$ cat config.mk
export PLATFORM = sky130hd
export DESIGN_NAME = rclk_ctrl
export DESIGN_NICKNAME = d
export VERILOG_FILES = /design/src/rclk_pkg.sv /design/src/rclk_ctrl.sv /design/src/rclk_sync.sv
export VERILOG_INCLUDE_DIRS = /design/src
export SDC_FILE = /design/constraint.sdc
export NUM_CORES = 1
export LEC_CHECK = 0
export BUFFER_PORTS_ARGS = -buffer_cell sky130_fd_sc_hd__buf_2
export CORE_ASPECT_RATIO = 0.7
export CORE_MARGIN = 5
export CORE_UTILIZATION = 32
export DETAILED_ROUTE_END_ITERATION = 8
export GPL_TIMING_DRIVEN = 0
export PLACE_DENSITY = 0.62
export REMOVE_ABC_BUFFERS = 1
export SLEW_MARGIN = 20
export SYNTH_ARGS = -nofsm -noshare
export SYNTH_HDL_FRONTEND = slang
export SYNTH_HIERARCHICAL = 1
export SYNTH_SLANG_ARGS = --single-unit
$ cat constraint.sdc
create_clock -name MCLK -period 2 [get_ports MCLK]
set_input_delay 0.3 -clock MCLK [delete_from_list [all_inputs] [get_ports MCLK]]
set_output_delay 0.3 -clock MCLK [all_outputs]
set_load 0.02 [all_outputs]
$ cat src/rclk_defs.svh
// offsets, field positions, reset values and page codes of the recovered clock control
`ifndef RCLK_DEFS_SVH
`define RCLK_DEFS_SVH
`define RCLK_PAGE_REG      5'h1F
`define RCLK_CFG_REG       5'h17
`define RCLK_PAGE_MAIN     16'h0000
`define RCLK_PAGE_GP       16'h0010
`define RCLK_EN_BIT        15
`define RCLK_FREQ_HI       10
`define RCLK_FREQ_LO       8
`define RCLK_SQ_HI         5
`define RCLK_SQ_LO         4
`define RCLK_SEL_HI        2
`define RCLK_SEL_LO        0
`define RCLK_EN_RST        1'h0
`define RCLK_FREQ_RST      3'h0
`define RCLK_SQ_RST        2'h0
`define RCLK_SEL_RST       3'h0
`define RCLK_FREQ_25       3'h0
`define RCLK_FREQ_125      3'h1
`define RCLK_FREQ_31P25    3'h2
`define RCLK_SEL_COPPER    3'h1
`define RCLK_SPEED_10      2'h0
`define RCLK_SPEED_100     2'h1
`define RCLK_SPEED_1000    2'h2
`endif

$ cat src/rclk_pkg.sv
// types shared by the recovered clock output control
package rclk_pkg;
  typedef enum logic [1:0] {
    SQ_AUTO   = 2'h0,
    SQ_RELAX  = 2'h1,
    SQ_LINK   = 2'h2,
    SQ_NONE   = 2'h3
  } sq_level_t;

  typedef struct packed {
    logic       enable;
    logic [2:0] freq;
    sq_level_t  level;
    logic [2:0] source;
  } cfg_t;

  typedef struct packed {
    logic       up;
    logic       stable;
    logic [1:0] speed;
    logic       master;
    logic       eee;
    logic       lpi_rx;
  } link_t;
endpackage

$ cat src/rclk_ctrl.sv
// recovered clock output control: config register, squelch decision and glitch-free gate
`timescale 1ns/1ps
`include "rclk_defs.svh"
module rclk_ctrl
  import rclk_pkg::*;
(
  input  wire logic        MCLK,
  input  wire logic        RST,
  input  wire logic        CE,
  input  wire logic        SOFT_RST,
  input  wire logic [4:0]  REG_ADDR,
  input  wire logic [15:0] REG_WDATA,
  input  wire logic        REG_WR,
  input  wire logic        REG_RD,
  output logic      [15:0] REG_RDATA,
  input  wire link_t       LINK,
  input  wire logic [2:0]  COPPER_CLK,
  input  wire logic        CLK_SQUELCH_IN,
  output logic             RECOVERED_CLOCK_OUT,
  output logic             SQUELCH_ACTIVE
);
  cfg_t        cfg_q;
  cfg_t        cfg_d;
  logic [15:0] page_q;
  logic [15:0] page_d;
  logic [15:0] rdata_q;
  logic [15:0] rdata_d;
  logic        gate_q;
  logic        gate_d;
  logic        out_q;
  logic        out_d;
  logic [3:0]  pins_s;
  logic        ext_sq;
  logic        clk_s;
  logic        sel_ok;
  logic        link_sq;
  logic        squelch;
  logic        gp_page;
  logic [15:0] cfg_word;

  // taps and the squelch pin are asynchronous, so both pass two flops first
  rclk_sync #(.W(4)) u_sync (
    .clk  (MCLK),
    .rst  (RST),
    .ce   (CE),
    .din  ({CLK_SQUELCH_IN, COPPER_CLK}),
    .dout (pins_s)
  );

  assign ext_sq  = pins_s[3];
  assign gp_page = (page_q == `RCLK_PAGE_GP);

  always_comb begin
    cfg_word = 16'h0000;
    cfg_word[`RCLK_EN_BIT] = cfg_q.enable;
    cfg_word[`RCLK_FREQ_HI:`RCLK_FREQ_LO] = cfg_q.freq;
    cfg_word[`RCLK_SQ_HI:`RCLK_SQ_LO] = cfg_q.level;
    cfg_word[`RCLK_SEL_HI:`RCLK_SEL_LO] = cfg_q.source;
  end

  // register port: page select at 31, config at 0x17 of the general-purpose page
  always_comb begin
    cfg_d   = cfg_q;
    page_d  = page_q;
    rdata_d = rdata_q;
    if (CE) begin
      if (SOFT_RST) begin
        page_d = `RCLK_PAGE_MAIN;
      end else if (REG_WR && REG_ADDR == `RCLK_PAGE_REG) begin
        page_d = REG_WDATA;
      end else if (REG_WR && gp_page && REG_ADDR == `RCLK_CFG_REG) begin
        cfg_d.enable = REG_WDATA[`RCLK_EN_BIT];
        cfg_d.freq   = REG_WDATA[`RCLK_FREQ_HI:`RCLK_FREQ_LO];
        cfg_d.level  = sq_level_t'(REG_WDATA[`RCLK_SQ_HI:`RCLK_SQ_LO]);
        cfg_d.source = REG_WDATA[`RCLK_SEL_HI:`RCLK_SEL_LO];
      end
      if (REG_RD) begin
        if (REG_ADDR == `RCLK_PAGE_REG) begin
          rdata_d = page_q;
        end else if (gp_page && REG_ADDR == `RCLK_CFG_REG) begin
          rdata_d = cfg_word;
        end else begin
          // unmapped addresses and the wrong page read as zero
          rdata_d = 16'h0000;
        end
      end
    end
  end

  // only the hard reset clears the settings; the soft reset leaves them alone
  always_ff @(posedge MCLK) begin
    if (RST) begin
      cfg_q   <= '{enable: `RCLK_EN_RST, freq: `RCLK_FREQ_RST, level: SQ_AUTO, source: `RCLK_SEL_RST};
      page_q  <= `RCLK_PAGE_MAIN;
      rdata_q <= 16'h0000;
    end else begin
      cfg_q   <= cfg_d;
      page_q  <= page_d;
      rdata_q <= rdata_d;
    end
  end

  // frequency pick among the synchronised copper clock taps
  always_comb begin
    case (cfg_q.freq)
      `RCLK_FREQ_25:    clk_s = pins_s[0];
      `RCLK_FREQ_125:   clk_s = pins_s[1];
      `RCLK_FREQ_31P25: clk_s = pins_s[2];
      default:          clk_s = 1'b0;
    endcase
  end

  assign sel_ok = (cfg_q.source == `RCLK_SEL_COPPER);

  // link conditions that close the gate, per squelch level
  always_comb begin
    case (cfg_q.level)
      SQ_AUTO:  link_sq = !LINK.up || !LINK.stable || LINK.eee || (LINK.speed == `RCLK_SPEED_10)
                          || (LINK.speed == `RCLK_SPEED_1000 && LINK.master);
      SQ_RELAX: link_sq = !LINK.up || !LINK.stable || (LINK.eee && !LINK.lpi_rx);
      SQ_LINK:  link_sq = !LINK.up;
      SQ_NONE:  link_sq = 1'b0;
      default:  link_sq = 1'b1;
    endcase
  end

  // any single cause is enough to close the gate
  assign squelch = ext_sq || !cfg_q.enable || !sel_ok || link_sq;

  // gate may only change while the selected clock is low
  always_comb begin
    gate_d = gate_q;
    out_d  = out_q;
    if (CE) begin
      if (!clk_s) begin
        gate_d = squelch;
      end
      // out uses the old gate, so a pulse already under way is never cut
      out_d = clk_s && !gate_q;
    end
  end

  always_ff @(posedge MCLK) begin
    if (RST) begin
      gate_q <= 1'b1;
      out_q  <= 1'b0;
    end else begin
      gate_q <= gate_d;
      out_q  <= out_d;
    end
  end

  assign REG_RDATA           = rdata_q;
  assign RECOVERED_CLOCK_OUT = out_q;
  assign SQUELCH_ACTIVE      = gate_q;
endmodule

$ cat src/rclk_sync.sv
// two-stage synchroniser for levels entering from outside the clock domain
`timescale 1ns/1ps
module rclk_sync #(
  parameter int W = 1
) (
  input  wire logic         clk,
  input  wire logic         rst,
  input  wire logic         ce,
  input  wire logic [W-1:0] din,
  output logic      [W-1:0] dout
);
  logic [W-1:0] meta_q;
  logic [W-1:0] meta_d;
  logic [W-1:0] sync_q;
  logic [W-1:0] sync_d;

  always_comb begin
    meta_d = ce ? din : meta_q;
    sync_d = ce ? meta_q : sync_q;
  end

  always_ff @(posedge clk) begin
    if (rst) begin
      meta_q <= '0;
      sync_q <= '0;
    end else begin
      meta_q <= meta_d;
      sync_q <= sync_d;
    end
  end

  assign dout = sync_q;
endmodule

# Yosys cells after proc, flatten, opt, wreduce, memory -nomap -nowiden
# Cells that the tools add are included.
# totals
register_bits,51
in_bits,38
out_inout_bits,18
wordCells,58
# op_classes
n_eq_ne,10
n_mux,6
bitwise_logic,3
n_reduce_logical,29
# op_table
operator,n
$mux 16,4
$eq 16x5->1 const B,1
$eq 5x5->1 const B,2
$logic_or 1x1->1,8
$logic_and 1x1->1,7
$eq 2x2->1 const B,3
$eq 3x1->1 const B,2
$logic_not 1->1,6
$reduce_and 2->1,3
$logic_not 2->1,2
$pmux 1 s4,1
$reduce_and 4->1,1
$eq 3x2->1 const B,1
$logic_not 3->1,1
$not 1->1,3
$pmux 1 s3,1
$eq 2x1->1 const B,1
$reduce_bool 2->1,1

# Depth between registers and ports, before layout
# depth
word_depth,7
depth_mapped,7
ltp_nobuf,4

# Hierarchy
# Netlist, hierarchy kept.
# by_module_without_submodules
module,instances,cells_per_inst,area_each_um2,seq_area_each_um2
rclk_ctrl,1,186,1749.2,860.8
rclk_sync,1,26,285.3,160.2

# Worst setup path before layout
# OpenSTA, ideal clock, no wires.
# synth_path
path_type,register to register
start,reg page_q[15]
end,reg cfg_q[0] (netlist name)
setup_time_ps,132
arrival_ps,1673
t_required_ps,1868
setup_slack_ps,195
path_stages_with_launch,6
n_path_buf,1
synth_period_minus_slack_ps,1805
path_cell_list,dfxtp_1 > or4_4 > or4b_1 > buf_2 > o21ai_1 > a21oi_1
# synth_between
elab_chain_len,4
# synth_rtl
item,line,source
from (decl),rclk_ctrl.sv:24,logic [15:0] page_q;
from (signal assigned),rclk_ctrl.sv:94,page_q <= `RCLK_PAGE_MAIN;
from (signal assigned),rclk_ctrl.sv:98,page_q <= page_d;
$eq 16x5->1 (no line),--,
$logic_and 1x1->1,rclk_ctrl.sv:71,end else if (REG_WR && gp_page && REG_ADDR == `RCLK_CFG_REG) begin
$logic_and 1x1->1 (no line),--,
$reduce_and 4->1 (no line),--,
to (signal assigned),rclk_ctrl.sv:93,"cfg_q <= '{enable: `RCLK_EN_RST, freq: `RCLK_FREQ_RST, level: SQ_AUTO, source: `RCLK_SEL_RST};"
to (signal assigned),rclk_ctrl.sv:97,cfg_q <= cfg_d;
to (decl),rclk_ctrl.sv:22,cfg_t cfg_q;
# Every way passes these cells.
# A chain may end at the register's enable or synchronous reset.

# Final worst setup path
# layout_path
start,reg page_q[15]
end,reg cfg_q[7] (netlist name)
# The elaborated chain is that of the path after synthesis.

==> flow_summary_export.csv <==
group,metric,value,unit
die,placementRows,24,
sta,skew,0.0101,ns
logic_synthesis,ys_seq_elements,51,
detailed_routing,postRouteAntennaNets,0,
clock_network,cts_tree,"yes",
die,ios,56,
detailed_routing,routed_via_density,5.34,
worst_setup_path,endpoint_kind,"register",
logic_synthesis,synth-compound-area-share,0.234,
pwr,vdd_drop_max,264,uV
logic_synthesis,synth_xor_area_frac,0,
logic_synthesis,seq_area_frac_synth,0.502,
placed_design,port_buffers,55,
detailed_routing,top_layer,"met4",
sta,max_freq,527,MHz
worst_setup_path,worstPathRequired,2.15,ns
finish,final_cell_mix,"buf_2 (55), dfxtp_1 (51), nor2_1 (20), a22o_1 (16), a21oi_1 (16)",
finish,postLayoutCoreUtil,0.393,
sta,tns,0,ns
clock_network,cts_inserted_buffers,5,
finish,fin_nets,297,
worst_setup_path,crit_type,"register to register",
pwr,p_per_area,735,nW/um2
clock_network,htree_levels,2,
detailed_routing,first_pass_iters,4,
detailed_routing,drc,0,
outcome,outcome,"completed",
logic_synthesis,syn_area,2030,um2
finish,area_growth,19.9,%
detailed_routing,routed-wl-met2,2240,um
sta,min_period,1.90,ns
job,drv_cap,0,
detailed_routing,wirelength,5480,um
global_route,antenna_found_initial,0,
sta,rsz0062_at_grt,"false",
pwr,p_leak,0.000952,uW
finish,layout_commonest_cell,"buf_2",
sta,drv_slew,0,
logic_synthesis,netlist_instances,212,
die,dieArea,8080,um2
logic_synthesis,ys_warn_count,6,
detailed_routing,wl_per_cell,16.2,um
die,coreArea,6220,um2
global_route,gr-total-overflow,0,
detailed_routing,wl_met3,546,um
min_path,hp-start,"REG_WDATA[6]",
worst_setup_path,crit_arrival,2.05,ns
detailed_routing,num_vias,1804,
logic_synthesis,syn_area_per_cell,9.60,um2
global_route,gr-usage-all-layers,0.138,
sta,finalSetupViolations,0,
sta,fin_crit_sh,0.948,
sta,slew_headroom,0.428,
sta,final-hold-violation-count,0,
global_route,grt_max_degree,39,
placed_design,globalplace.congestion,0.773,
logic_synthesis,synth-simple-area-share,0.174,
sta,tightest_slew,0.858,ns
logic_synthesis,synth_top_area_frac,0.502,
min_path,hp-class,"input port to register",
clock_network,root_buffer,"clkbuf_8",
worst_setup_path,timing.rr.start,"page_q[15]",
clock_network,clk_latency,0.30,ns
clock_network,cts_max_path_buffers,2,
die,die_h,76.7,um
logic_synthesis,synth_top_area_cell,"dfxtp_1",
detailed_routing,met1_length,2650,um
finish,post-route-cell-area,2440,um2
placed_design,dp_hpwl,3770,um
global_route,grt_pass1_vias,1776,
logic_synthesis,synthAdderAreaFrac,0,
finish,drive_above_1_share,0.281,
clock_network,clk_pin_slew_worst_paths,0.10,ns
worst_setup_path,startpoint,"page_q[15]",
worst_setup_path,crit_fanout,9,
logic_synthesis,synth_mux_area_frac,0.0443,
clock_network,cts_hold_buf,0,
clock_network,clkSinkCount,51,
worst_setup_path,critPathLaunchType,"register",
global_route,grt_pass1_wl,9060,um
die,die_w,105,um
detailed_routing,first_iter_violations,107,
die,start_util,0.327,
logic_synthesis,synthTopCellsByArea,"dfxtp_1 (50%), a22o_1 (6.9%), mux2i_1 (4.4%), a21oi_1 (4.2%), a32oi_1 (3.9%)",
logic_synthesis,yosysUniqueCellTypes,37,
placed_design,placed_cell_area,2320,um2
finish,n_antenna_cell,0,
logic_synthesis,synth_top_family_by_area,"compound AO/OA/AOI/OAI gates",
-- state kept, by name, summed over array words and instances (netlist names) --
signal,count
RECOVERED_CLOCK_OUT,1
REG_RDATA,16
SQUELCH_ACTIVE,1
cfg_q,9
page_q,16
u_sync/dout,4
u_sync/meta_q,4
-- cell usage after synthesis (all sizes together) --
master	number
a211oi	9
a21oi	17
a22o	16
a2bb2oi	1
a31o	1
a32oi	9
a41oi	1
and2	2
and3b	2
and4	2
buf	9
clkbuf	9
dfxtp	51
inv	2
mux2i	9
nand2	10
nand3	7
nand3b	1
nand4	10
nor2	20
nor2b	1
nor3	2
nor3b	1
nor4	1
nor4b	2
o2111ai	1
o21a	1
o21ai	11
o22ai	1
or3b	1
or4	1
or4b	1
-- through the flow --
step / hold WS, ns / total power [uW] / instances / setup WS (ns)
CTS: 0.195 / 1810 / 338 / 0.0539
floorplan: 0.369 / 1130 / 194 / 0.178
global route: 0.191 / 1870 / 338 / 0.00964
finish: 0.203 / 1790 / 338 / 0.104
global placement: 0.438 / 1220 / 327 / -0.223
detailed placement: 0.442 / 1220 / 327 / -0.259
-- logic make-up after synthesis --
logic type / after synthesis
and+or+nand+nor: 64
muxes: 9
AOI/OAI and AO/OA: 68
buffers and inverters: 20
DFF: 51
-- worst max-delay path, stage by stage, from the launching register on --
cell and delay, ns:
dfxtp_1 0.33, or4_4 0.56, or4b_4 0.61, o21ai_1 0.15
a21oi_1 0.08
-- repair_timing --
action / in CTS / in global routing
endpoints found under the setup margin: 18 / 23
pin swaps: 1 / 0
resized for setup: 2 / 2
buffers inserted: 3 / 0
-- final cells by class --
class,instances,area (um2)
Fill cell,639,3780
Sequential cell,51,1020
Multi-Input combinational cell,141,931
Timing Repair Buffer,58,298
Tap cell,78,97.6
Clock buffer,6,72.6
Clock inverter,2,12.5
Inverter,2,7.51
-- metal layers --
| metal | vias up | track usage |
|---|---|---|
| met5 | - | 0 |
| met4 | 0 | 0.0367 |
| met3 | 6 | 0.0579 |
| met2 | 76 | 0.181 |
| met1 | 827 | 0.204 |
| li1 | 895 | - |
-- path summary, 6_finish.rpt --
kind / endpoint / cells past startpoint / slack, ns
setup reg to reg: cfg_q[7] / 4 / 0.10
setup / recovery: cfg_q[7] / 4 / 0.10
hold / removal: page_q[6] / 2 / 0.20
hold reg to reg: REG_RDATA[6] / 2 / 0.46
-- power breakdown --
group,switching [uW],internal [uW]
clock network,346,246
logic,95.4,63.6
registers,9.61,1030
total,451,1340
(Power assumes the default switching activity.)
